File: src/pkg/asram_map.vh
`ifndef ASRAM_MAP_VH
`define ASRAM_MAP_VH
// data and address widths
`define ASRAM_DW 8
`define ASRAM_AW 18
// timing in ns at an 8 ns clock
`define ASRAM_CLK_NS 8
`define ASRAM_T_SETUP_NS 0
`define ASRAM_T_PWE_NS 35
`define ASRAM_T_WR_FLOAT_NS 18
`define ASRAM_T_DSETUP_NS 25
`define ASRAM_T_RC_NS 45
`define ASRAM_T_HZ_NS 18
// derived cycle counts, least times rounded up
`define ASRAM_CYC(t) ((((t) + `ASRAM_CLK_NS - 1) / `ASRAM_CLK_NS) < 1 ? 1 : \
    (((t) + `ASRAM_CLK_NS - 1) / `ASRAM_CLK_NS))
`define ASRAM_WR_CYC `ASRAM_CYC(`ASRAM_T_WR_FLOAT_NS + `ASRAM_T_DSETUP_NS)
`define ASRAM_PWE_CYC `ASRAM_CYC(`ASRAM_T_PWE_NS)
`define ASRAM_RD_CYC `ASRAM_CYC(`ASRAM_T_RC_NS)
`define ASRAM_HZ_CYC `ASRAM_CYC(`ASRAM_T_HZ_NS)
`define ASRAM_CNT_W 4
// synchroniser stages on the returning data bus
`define ASRAM_SYNC_CYC 2
`endif

File: src/design/asram_pin_sync.v
`timescale 1ns/1ps
// two-flop synchroniser for the returning data bus
module asram_pin_sync
(
    // clock and reset
    input  wire       clk_in,
    input  wire       nrst_in,
    // pin side
    input  wire [7:0] pin_in,
    // synchronised side
    output wire [7:0] sync_out
);
    reg [7:0] meta_q;
    reg [7:0] sync_q;

    // first stage feeds only the second
    always @(posedge clk_in or negedge nrst_in)
    begin
        if (!nrst_in)
        begin
            meta_q <= 8'h00;
            sync_q <= 8'h00;
        end
        else
        begin
            meta_q <= pin_in;
            sync_q <= meta_q;
        end
    end

    assign sync_out = sync_q;
endmodule

File: src/design/asram_ctrl.v
`timescale 1ns/1ps
`include "asram_map.vh"
// Overview of operation
// - assert all three qualifiers to start write
// - data setup and hold against ending edge
// - never drive data while device drives
// - always drive selects to valid levels
// - strobe width at least float plus setup
module asram_ctrl
(
    // clock and reset
    input  wire                  clk_in,
    input  wire                  nrst_in,
    // user request
    input  wire                  req_valid_in,
    input  wire                  req_write_in,
    input  wire [`ASRAM_AW-1:0]  req_addr_in,
    input  wire [`ASRAM_DW-1:0]  req_wdata_in,
    output wire                  req_ready_out,
    // user answer
    output reg                   rsp_valid_out,
    output reg  [`ASRAM_DW-1:0]  rsp_rdata_out,
    // memory pins
    output reg                   select_active_low_out,
    output reg                   select_active_high_out,
    output reg                   write_strobe_n_out,
    output reg                   output_enable_n_out,
    output reg  [`ASRAM_AW-1:0]  addr_out,
    output reg  [`ASRAM_DW-1:0]  data_out,
    output reg                   data_oe_out,
    input  wire [`ASRAM_DW-1:0]  data_in
);
    localparam [2:0] ST_IDLE  = 3'h0;
    localparam [2:0] ST_WRITE = 3'h1;
    localparam [2:0] ST_WEND  = 3'h2;
    localparam [2:0] ST_READ  = 3'h3;
    localparam [2:0] ST_RSYNC = 3'h4;
    localparam [2:0] ST_FLOAT = 3'h5;
    // counts worked out at full width, then cut to the counter on purpose
    localparam integer WR_CYC_I   = `ASRAM_WR_CYC > `ASRAM_PWE_CYC ?
        `ASRAM_WR_CYC : `ASRAM_PWE_CYC;
    localparam integer RD_CYC_I   = `ASRAM_RD_CYC;
    localparam integer HZ_CYC_I   = `ASRAM_HZ_CYC;
    localparam integer SYNC_CYC_I = `ASRAM_SYNC_CYC;
    localparam [`ASRAM_CNT_W-1:0] WR_CYC   = WR_CYC_I[`ASRAM_CNT_W-1:0];
    localparam [`ASRAM_CNT_W-1:0] RD_CYC   = RD_CYC_I[`ASRAM_CNT_W-1:0];
    localparam [`ASRAM_CNT_W-1:0] HZ_CYC   = HZ_CYC_I[`ASRAM_CNT_W-1:0];
    localparam [`ASRAM_CNT_W-1:0] SYNC_CYC = SYNC_CYC_I[`ASRAM_CNT_W-1:0];

    // sequencer state and the shared down-counter
    reg  [2:0]              state_q;
    reg  [`ASRAM_CNT_W-1:0] cnt_q;
    wire [`ASRAM_DW-1:0]    rd_sync;
    wire                    take_wr;
    wire                    take_rd;

    // count expiry shared by every timed state
    function cnt_done;
        input [`ASRAM_CNT_W-1:0] c;
        begin
            cnt_done = (c == {`ASRAM_CNT_W{1'b0}});
        end
    endfunction

    // one step down, used to load and to run every timed count
    function [`ASRAM_CNT_W-1:0] cnt_dec;
        input [`ASRAM_CNT_W-1:0] c;
        begin
            cnt_dec = c - {{(`ASRAM_CNT_W-1){1'b0}}, 1'b1};
        end
    endfunction

    asram_pin_sync u_sync
    (
        .clk_in   (clk_in),
        .nrst_in  (nrst_in),
        .pin_in   (data_in),
        .sync_out (rd_sync)
    );

    assign req_ready_out = (state_q == ST_IDLE);

    // a request is taken only while idle; a busy block leaves it waiting
    assign take_wr = req_valid_in && req_ready_out && req_write_in;
    assign take_rd = req_valid_in && req_ready_out && !req_write_in;

    // pin sequencer; selects always driven to full levels
    always @(posedge clk_in or negedge nrst_in)
    begin
        if (!nrst_in)
        begin
            state_q                <= ST_IDLE;
            cnt_q                  <= {`ASRAM_CNT_W{1'b0}};
            select_active_low_out  <= 1'b1;
            select_active_high_out <= 1'b0;
            write_strobe_n_out     <= 1'b1;
            output_enable_n_out    <= 1'b1;
            addr_out               <= {`ASRAM_AW{1'b0}};
        end
        else
        begin
            case (state_q)
                // idle: wait for a request, then select and start the cycle
                ST_IDLE:
                begin
                    if (take_wr || take_rd)
                    begin
                        addr_out               <= req_addr_in;
                        select_active_low_out  <= 1'b0;
                        select_active_high_out <= 1'b1;
                    end
                    if (take_wr)
                    begin
                        // oe high keeps the device quiet before we drive
                        output_enable_n_out <= 1'b1;
                        write_strobe_n_out  <= 1'b0;
                        cnt_q               <= cnt_dec(WR_CYC);
                        state_q             <= ST_WRITE;
                    end
                    else if (take_rd)
                    begin
                        output_enable_n_out <= 1'b0;
                        write_strobe_n_out  <= 1'b1;
                        cnt_q               <= cnt_dec(RD_CYC);
                        state_q             <= ST_READ;
                    end
                end
                // write: strobe held low for the full pulse width
                ST_WRITE:
                begin
                    if (cnt_done(cnt_q))
                    begin
                        // strobe alone ends the write; data held past it
                        write_strobe_n_out <= 1'b1;
                        state_q            <= ST_WEND;
                    end
                    else
                        cnt_q <= cnt_dec(cnt_q);
                end
                // write end: selects drop one cycle after the strobe edge
                ST_WEND:
                begin
                    select_active_low_out  <= 1'b1;
                    select_active_high_out <= 1'b0;
                    state_q                <= ST_IDLE;
                end
                // read: address and enables held for the read cycle time
                ST_READ:
                begin
                    if (cnt_done(cnt_q))
                    begin
                        cnt_q   <= cnt_dec(SYNC_CYC);
                        state_q <= ST_RSYNC;
                    end
                    else
                        cnt_q <= cnt_dec(cnt_q);
                end
                ST_RSYNC:
                begin
                    // wait out the synchroniser latency, pins held steady
                    if (cnt_done(cnt_q))
                    begin
                        output_enable_n_out    <= 1'b1;
                        select_active_low_out  <= 1'b1;
                        select_active_high_out <= 1'b0;
                        cnt_q                  <= cnt_dec(HZ_CYC);
                        state_q                <= ST_FLOAT;
                    end
                    else
                        cnt_q <= cnt_dec(cnt_q);
                end
                ST_FLOAT:
                begin
                    // bus turnaround before we may drive again
                    if (cnt_done(cnt_q))
                        state_q <= ST_IDLE;
                    else
                        cnt_q <= cnt_dec(cnt_q);
                end
                default:
                begin
                    state_q <= ST_IDLE;
                end
            endcase
        end
    end

    // write data drive: from the take until one cycle past the ending edge
    always @(posedge clk_in or negedge nrst_in)
    begin
        if (!nrst_in)
        begin
            data_out    <= {`ASRAM_DW{1'b0}};
            data_oe_out <= 1'b0;
        end
        else if (take_wr)
        begin
            data_out    <= req_wdata_in;
            data_oe_out <= 1'b1;
        end
        else if (state_q == ST_WEND)
            data_oe_out <= 1'b0;
    end

    // read answer: one-cycle pulse, byte kept until the next read
    always @(posedge clk_in or negedge nrst_in)
    begin
        if (!nrst_in)
        begin
            rsp_valid_out <= 1'b0;
            rsp_rdata_out <= {`ASRAM_DW{1'b0}};
        end
        else if (state_q == ST_RSYNC && cnt_done(cnt_q))
        begin
            rsp_valid_out <= 1'b1;
            rsp_rdata_out <= rd_sync;
        end
        else
            rsp_valid_out <= 1'b0;
    end
endmodule

File: config.mk
export PLATFORM = sky130hd
export DESIGN_NAME = asram_ctrl
export DESIGN_NICKNAME = d
export VERILOG_FILES = /design/src/design/asram_pin_sync.v /design/src/design/asram_ctrl.v
export VERILOG_INCLUDE_DIRS = /design/src /design/src/pkg
export SDC_FILE = /design/constraint.sdc
export NUM_CORES = 1
export LEC_CHECK = 0
export BUFFER_PORTS_ARGS = -buffer_cell sky130_fd_sc_hd__clkbuf_2
export CAP_MARGIN = 20
export CORE_MARGIN = 3
export CORE_UTILIZATION = 40
export DETAILED_ROUTE_END_ITERATION = 10
export GPL_TIMING_DRIVEN = 1
export MAX_ROUTING_LAYER = met4
export PLACE_DENSITY = 0.67
export RECOVER_POWER = 100
export SETUP_SLACK_MARGIN = 0.1
export SYNTH_ARGS = -nofsm -noshare
export SYNTH_HDL_FRONTEND = slang
export SYNTH_HIERARCHICAL = 1
export SYNTH_SLANG_ARGS = --single-unit
File: constraint.sdc
create_clock -name clk_in -period 1.7 [get_ports clk_in]
set_clock_uncertainty 0.05 [all_clocks]
set_input_delay 0.255 -clock clk_in [delete_from_list [all_inputs] [get_ports clk_in]]
set_output_delay 0.255 -clock clk_in [all_outputs]
set_load 0.01 [all_outputs]
==> results of run 1 <==
## logic make-up (layout without fill, tap and decap cells)
group,count (synthesis),after routing,share of synthesized area (%)
mux,35,35,17.3
fa+ha+maj,1,1,0.517
compound gates,20,20,6.00
simple gates,33,33,7.96
buf+inv,10,124,2.95
flops,63,63,65.3
## worst reg2reg max path, stage by stage (launching register included)
cell,delay [ns]
dfrtp_2,0.43
nor4b_4,0.31
buf_4,0.20
buf_12,0.13
mux2_1,0.33
## final cells by class
cell class              instances  area, um2
well taps                      72       90.1
multi-input cells              89        776
clock buffers                  10        138
flip-flops and latches         63       1580
repair buffers                105        588
inverters                       3       11.3
fillers                       491       2400
clock inverters                 6       92.6
## power groups by stage
stage / Clock, mW / Combinational (mW) / Sequential [mW]
after floorplan: 0 / 1.10 / 2.57
after global placement: 0 / 2.03 / 2.37
after detailed placement: 0 / 2.06 / 2.39
after CTS: 1.49 / 2.14 / 2.38
after global routing: 1.56 / 2.30 / 2.44
final: 1.45 / 2.09 / 2.36
## cell usage in the layout (no fill, tap or decap), drive strengths merged, types with 3 or more instances in the layout
cell type and n:
clkbuf 93, dfrtp 60, mux2 34, buf 13, nand2 11, dlygate4sd3 9
nor2 7, o21ai 4, nand2b 4, inv 4, dfstp 3
## per-stage QoR
| stage | power, mW | hold WS [ns] | worst slack (ns) | cell area, um2 |
|---|---|---|---|---|
| final | 5.90 | 0.0861 | 0.103 | 3280 |
| after global routing | 6.30 | 0.0823 | 0.0485 | 3280 |
| after CTS | 6.01 | 0.0718 | 0.106 | 3290 |
| after detailed placement | 4.45 | 0.250 | 0.0535 | 2940 |
| after global placement | 4.41 | 0.245 | 0.109 | 2940 |
| after floorplan | 3.66 | -0.0906 | 0.134 | 2420 |
## worst max-delay path by stage
stage / from / slack (ns) / depth (start not counted) / endpoint
floorplan: cnt_q[0] / 0.13 / 6 / rsp_rdata_out[1]
detailed placement: state_q[0] / 0.05 / 3 / data_out[0]
finish: state_q[2] / 0.10 / 3 / req_ready_out
global route: state_q[2] / 0.05 / 3 / req_ready_out
global placement: state_q[0] / 0.11 / 3 / data_out[4]
CTS: cnt_q[0] / 0.11 / 6 / rsp_rdata_out[3]
## sequential cells by signal, indices dropped and copies added, names as in the netlist, 3 cells and up
signal / flops
addr_out: 18
state_q: 3
cnt_q: 4
u_sync/sync_out: 8
u_sync/meta_q: 8
rsp_rdata_out: 8
data_out: 8
## per-layer routing
layer	vias to the layer above	track usage, %
met5	-	-
met4	0	8.19
met3	11	3.65
met2	53	25.2
met1	818	16.3
li1	784	-
## repair_timing
action | 4_1_cts | 5_1_grt
gates resized for setup | 4 | 8
setup endpoints to repair | 17 | 32
cloned | 0 | 1
hold endpoints to repair | 68 | 0
hold buffers | 9 | 0
pin swaps | 0 | 2
setup buffers | 2 | 4
==> results.yml, run 1 <==
synthesis:
  synthTopCellsByCount: "60 x dfrtp_1, 17 x mux2_2, 10 x mux2_1, 10 x nand2_1, 7 x mux2_4"
  postSynthCellCount: 162
  yosys_warnings: 6
  yosysTopAreaCellShare_pct: 62.0
  yosysTopAreaCell: "dfrtp_1"
  syn_avg_cell_area_um2: 14.9
  syn_area_mm2: 0.00242
  async_reset_ff_share_pct: 100
  ys_ff_latch: 63
  synth_most_common_cell: "dfrtp_1"
  synth_top_flop_cell: "dfrtp_1"
  synth_edf_count: 0
  syn_nets: 201
  seq_area_frac_synth_pct: 65.3
  ys_top_cells_by_area: "dfrtp_1 62%, mux2_2 7.9%, mux2_1 4.7%"
  synth.distinct_cells: 39
power_and_ir_drop:
  ir_drop_v: 0.000931
  clkPwrFrac_pct: 24.5
  swShare_pct: 33.1
  combPwrFrac_pct: 35.5
  p_sw_mw: 1.96
  seqPwrFrac_pct: 40.0
  leakagePower_nw: 1.50
  p_per_area_mw_per_mm2: 1800
  p_int_mw: 3.95
die:
  die_h_um: 83.8
  coreArea_mm2: 0.00568
  die_w_um: 83.8
  io_pins: 79
  start_util_pct: 42.7
  fp.dieArea_mm2: 0.00702
  num_rows: 27
clock_network:
  clock_tree.root_cell: "clkbuf_8"
  clkLatencyLatePin_ns: 0.33
  htree_levels: 3
  clockBufferDepth: 2
  clk_pin_slew_worst_paths_ns: 0.07
  cts_sinks: 63
  cts_buffers: 9
  cts_tree: "yes"
worst_setup_path:
  arrival_ns: 1.29
  cp_cell_sequence: "buf_2 > nor3_1 > clkbuf_1"
  path_buf_inv: 2
  r2r-start: "state_q[0]"
  cp-start-kind: "flop"
  r2r-end: "addr_out[17]"
  r2r_slack_ns: 0.13
  cp_top_family: "flip-flops"
  critPathSlowestCell: "dfrtp_1"
  cp_max_fo: 13
  slowest_delay_ns: 0.41
  path_class: "flop to output port"
  r2r_cells: 4
  end_kind: "output port"
  cp_data_required_time_ns: 1.39
drt:
  via_per_inst: 4.79
  num_vias: 1666
  dr.pass1.iters: 4
  routed-wl-met3_um: 223
  dr_wl_met2_um: 2570
  wl_met1_um: 2120
  drt-initial-drc-count: 109
  wl_per_cell_um: 14.5
  highest_layer: "met4"
  ant_nets: 0
  drt_wl_total_um: 5050
  remaining_drc_errors: 0
cells_and_area:
  area_growth_pct: 35.3
  layoutNonFillerInstCount: 348
  post_route_cells_drive_above_1_share_pct: 35.5
  diodes: 0
  final_util_pct: 57.7
  fin_nets: 310
global_routing:
  antenna_found_initial: 0
  grt_overflow: 0
  grt_max_degree: 34
  grt_pass1_vias: 1804
  gr-usage-all-layers_pct: 15.0
  grt_pass1_wl_um: 8070
worst_hold_path:
  hold_path_depth: 2
  hp-class: "input port to flop"
  worstHoldStart: "req_wdata_in[1]"
  min_to: "data_out[1]"
outcome:
  status: "finished, final reports clean"
timing:
  final.min_clock_period_ns: 1.60
  worst_slew_pin_slew_ns: 0.802
  slew_headroom_pct: 46.5
  fmax_ghz: 0.626
  finalCritPeriodShare_pct: 93.9
  rsz0062_at_grt: "yes"
  setup_tns_ns: 0
  hold_viol_final: 0
  drv_slew: 0
  setup_viol: 0
flow_run:
  cap_violations: 0
placement:
  gp_congestion: 0.761
  hpwl_um: 3430
  port_buffers: 78
  dpl.cell_count: 316
(Power assumes the default switching activity.)
==> run 2: changes to the inputs <==
CORE_ASPECT_RATIO = 0.7   (was unset)
CTS_CLUSTER_DIAMETER = 60   (was unset)
==> run 2 against run 1 <==
Cell area fell by 0.92%; clock power about the same; sequential power about the same; wire length down 1.1%; critical path type is now flop to flop; critical endpoint is now addr_out[3].
==> results.yml, run 2 (synthesized netlist as in run 1, its figures left out) <==
clock_network:
  clk_pin_slew_worst_paths_ns: 0.08
  htree_levels: 3
  clkLatencyLatePin_ns: 0.34
  cts_tree: "yes"
  cts_buffers: 9
  clockBufferDepth: 2
  clock_tree.root_cell: "clkbuf_8"
  cts_sinks: 63
power_and_ir_drop:
  p_sw_mw: 1.96
  p_per_area_mw_per_mm2: 1790
  combPwrFrac_pct: 34.9
  clkPwrFrac_pct: 24.4
  swShare_pct: 33.6
  p_int_mw: 3.87
  seqPwrFrac_pct: 40.7
  leakagePower_nw: 1.48
  ir_drop_v: 0.000728
cells_and_area:
  fin_nets: 305
  regMostFlops: "addr_out"
  layoutNonFillerInstCount: 346
  final_common_cell: "dfrtp_1"
  layout_common_cells: "60 x dfrtp_1, 41 x clkbuf_1, 39 x clkbuf_2, 17 x mux2_2, 16 x mux2_1"
  design_area_mm2: 0.00325
  area_growth_pct: 34.1
  diodes: 0
  final_util_pct: 56.1
  post_route_cells_drive_above_1_share_pct: 34.3
  largest_register_ffs: 18
  nFillCells: 497
die:
  io_pins: 79
  coreArea_mm2: 0.00578
  num_rows: 23
  fp.dieArea_mm2: 0.00704
  die_w_um: 99.0
  die_h_um: 71.1
  start_util_pct: 41.9
worst_setup_path:
  cp-start-kind: "flop"
  cp_cell_sequence: "nor4b_4 > buf_12 > mux2_1"
  cp_top_family: "flip-flops"
  end_kind: "flop"
  cp_max_fo: 19
  arrival_ns: 1.76
  slowest_delay_ns: 0.46
  path_class: "flop to flop"
  critPathSlowestCell: "dfrtp_1"
  cp_data_required_time_ns: 1.86
  path_buf_inv: 1
flow_run:
  cap_violations: 0
placement:
  place_ws_ns: 0.124
  post_dp_cell_area_mm2: 0.00297
  port_buffers: 78
  gp_congestion: 0.834
  hpwl_um: 3440
  dpl.cell_count: 319
timing:
  fmax_ghz: 0.624
  finalWorstSetupSlack_ns: 0.0977
  rsz0062_at_grt: "yes"
  hold_viol_final: 0
  drv_slew: 0
  setup_tns_ns: 0
  finalCritPeriodShare_pct: 94.3
  worst_slew_pin_slew_ns: 0.539
  final.min_clock_period_ns: 1.60
  setup_viol: 0
  slew_headroom_pct: 64.1
drt:
  remaining_drc_errors: 0
  ant_nets: 0
  drt-initial-drc-count: 86
  wl_per_cell_um: 14.4
  num_vias: 1644
  via_per_inst: 4.75
  dr.pass1.iters: 4
  drt_wl_total_um: 4990
global_routing:
  grt_pass1_wl_um: 7890
  grt_overflow: 0
  antenna_found_initial: 0
  grt_max_degree: 27
  gr-usage-all-layers_pct: 15.2
  grt_pass1_vias: 1609
outcome:
  status: "finished, final reports clean"
worst_hold_path:
  hp-class: "input port to flop"
-- run 2: through the flow --
stage | power, mW | hold WS [ns]
3_5_place_dp | 4.47 | 0.229
6_report | 5.83 | 0.0835
4_1_cts | 5.95 | 0.0623
2_1_floorplan | 3.66 | -0.0906
5_1_grt | 6.22 | 0.0668
3_3_place_gp | 4.44 | 0.227
-- run 2: area by class of cell --
type | count | area (um2) | share of cell area, %
Sequential cell | 63 | 1580 | 48.7
Multi-Input combinational cell | 89 | 782 | 24.1
Timing Repair Buffer | 100 | 558 | 17.2
Clock buffer | 9 | 124 | 3.82
Clock inverter | 7 | 97.6 | 3.01
Tap cell | 75 | 93.8 | 2.89
Inverter | 3 | 11.3 | 0.347
-- run 2: repair_timing --
action | CTS | global route
cloned | 0 | 0
hold buffers | 9 | 0
setup endpoints to repair | 1 | 21
gates resized for setup | 2 | 10
endpoints found under the hold margin | 25 | 0
buffers inserted | 0 | 2
-- run 2: power by group through the flow --
stage	clock network (mW)	registers (mW)	logic [mW]
finish	1.42	2.37	2.04
global route	1.54	2.43	2.25
detailed placement	0	2.39	2.08
floorplan	0	2.57	1.10
global placement	0	2.38	2.06
CTS	1.47	2.37	2.11
-- run 2: per-layer routing --
| layer | GRT usage, % | up-vias | share of wire [%] |
|---|---|---|---|
| met1 | 20.0 | 785 | 46 |
| met2 | 21.1 | 73 | 44 |
| met3 | 6.70 | 9 | 8.8 |
| li1 | - | 777 | - |
| met5 | - | - | 0 |
| met4 | 5.00 | 0 | 1.5 |
-- run 2: worst paths after layout --
check                                 start                  to  slack [ns]  depth (start not counted)
max                              state_q[0]         addr_out[3]         0.1                          3
min                         req_wdata_in[6]         data_out[6]        0.08                          2
max reg2reg                      state_q[0]         addr_out[3]         0.1                          3
min reg2reg                u_sync/meta_q[2]  u_sync/sync_out[2]        0.30                          0
max in group asynchronous           nrst_in  write_strobe_n_out        0.37                          3
min in group asynchronous           nrst_in          state_q[0]        0.38                          2
==> run 3: changes to the inputs <==
REMOVE_ABC_BUFFERS = 1   (was unset)
==> run 3 against run 2 <==
Cell count shrank 0.29%; setup slack gained 0.036 ns; critical path depth increased by 1; hold slack lost 0.0014 ns; clock power fell by 4%; first-iteration DRC count down 37%; total power is 0.31% lower; critical endpoint is now data_out[2].
==> results.yml, run 3 (synthesized netlist as in run 1, its figures left out) <==
outcome:
  status: "finished, final reports clean"
worst_hold_path:
  hold_path_depth: 2
  hp-class: "input port to flop"
  worstHoldStart: "req_addr_in[16]"
  min_to: "addr_out[16]"
drt:
  drt_wl_total_um: 4820
  dr.pass1.iters: 4
  via_per_inst: 4.73
  drt-initial-drc-count: 54
  remaining_drc_errors: 0
  wl_per_cell_um: 14.0
  num_vias: 1633
  ant_nets: 0
worst_setup_path:
  end_kind: "flop"
  r2r_cells: 4
  cp_max_fo: 11
  arrival_ns: 1.74
  cp_data_required_time_ns: 1.87
  cp-start-kind: "flop"
  path_class: "flop to flop"
  r2r-start: "state_q[0]"
  r2r-end: "data_out[2]"
  r2r_slack_ns: 0.13
timing:
  hold_viol_final: 0
  worst_slew_pin_slew_ns: 0.531
  setup_viol: 0
  final.min_clock_period_ns: 1.57
  rsz0062_at_grt: "no"
  finalCritPeriodShare_pct: 92.2
  finalWorstSetupSlack_ns: 0.133
  fmax_ghz: 0.638
  drv_slew: 0
  setup_tns_ns: 0
  hold_ws_ns: 0.0822
  slew_headroom_pct: 64.6
cells_and_area:
  final_common_cell: "dfrtp_1"
  nFillCells: 498
  largest_register_ffs: 18
  regMostFlops: "addr_out"
  fin_nets: 304
  design_area_mm2: 0.00324
  post_route_cells_drive_above_1_share_pct: 37.4
  area_growth_pct: 34.0
  layout_common_cells: "60 x dfrtp_1, 41 x clkbuf_1, 37 x clkbuf_2, 17 x mux2_2"
  diodes: 0
placement:
  post_dp_cell_area_mm2: 0.00295
  place_ws_ns: 0.0769
  port_buffers: 78
  gp_congestion: 0.799
  hpwl_um: 3370
die:
  coreArea_mm2: 0.00578
  io_pins: 79
  start_util_pct: 41.9
  die_h_um: 71.1
  die_w_um: 99.0
  num_rows: 23
  fp.dieArea_mm2: 0.00704
clock_network:
  cts_buffers: 9
  clkLatencyLatePin_ns: 0.34
  clock_tree.root_cell: "clkbuf_8"
  cts_tree: "yes"
  clockBufferDepth: 2
  clk_pin_slew_worst_paths_ns: 0.08
  htree_levels: 3
  cts_sinks: 63
global_routing:
  grt_overflow: 0
  grt_pass1_vias: 1673
  grt_max_degree: 41
  grt_pass1_wl_um: 8200
  antenna_found_initial: 0
  gr-usage-all-layers_pct: 15.7
power_and_ir_drop:
  p_per_area_mw_per_mm2: 1790
  totalPowerFinal_mw: 5.81
  ir_drop_v: 0.000734
  leakagePower_nw: 1.49
flow_run:
  cap_violations: 0
-- run 3: cell types whose count changed in the layout (fill, tap and decap cells not counted), sizes merged --
cell      delta
clkbuf       -1
clkinvlp     -1
bufinv       -1
inv          +4
clkinv       -3
buf          +1
-- run 3: timing repair --
action,CTS,global route
resized for setup,3,11
pin swaps,0,1
endpoints found under the setup margin,16,40
hold buffers,9,0
hold endpoints to repair,15,0
buffers inserted,1,1
-- run 3: report_power, final --
part	leakage, nW	switching [mW]	internal, mW	total [mW]
clock network	0.106	0.617	0.742	1.36
registers	0.743	0.313	2.05	2.36
logic	0.645	1.04	1.04	2.09
-- run 3: cell type report --
type	count	area, um2	area share [%]
well taps	75	93.8	2.89
repair buffers	99	537	16.6
multi-input cells	89	808	24.9
clock inverters	6	75.1	2.31
flip-flops and latches	63	1580	48.7
clock buffers	10	138	4.24
inverters	3	11.3	0.347
-- run 3: layer usage --
metal / global-route usage (%) / up-vias / routed length, um
met5: - / - / 0
met4: 5.00 / 0 / 38
met3: 6.90 / 4 / 309
met2: 21.4 / 48 / 2180
met1: 20.9 / 805 / 2280
li1: - / 776 / -
-- run 3: worst max-delay path, stage by stage, from the launching register on --
cell     delay (ns)
dfrtp_1        0.41
nor4b_4        0.27
buf_4          0.16
nand2_2        0.21
mux2_4         0.36
-- run 3: how the worst max path moves through the flow --
stage / slack [ns] / depth (start not counted) / endpoint / from
after floorplan: -0.56 / 3 / data_out[0] / state_q[1]
after global placement: 0.13 / 6 / cnt_q[2] / cnt_q[0]
after detailed placement: 0.08 / 6 / rsp_rdata_out[2] / cnt_q[1]
after CTS: 0.11 / 3 / req_ready_out / state_q[1]
after global routing: 0.06 / 6 / rsp_rdata_out[6] / cnt_q[1]
final: 0.13 / 4 / data_out[2] / state_q[0]
-- run 3: through the flow --
step / utilization (%) / cells
after global placement: 50.9 / 318
after floorplan: - / 155
final: 56.1 / 345
after detailed placement: 50.9 / 318
after CTS: 56.5 / 344
after global routing: 56.1 / 345
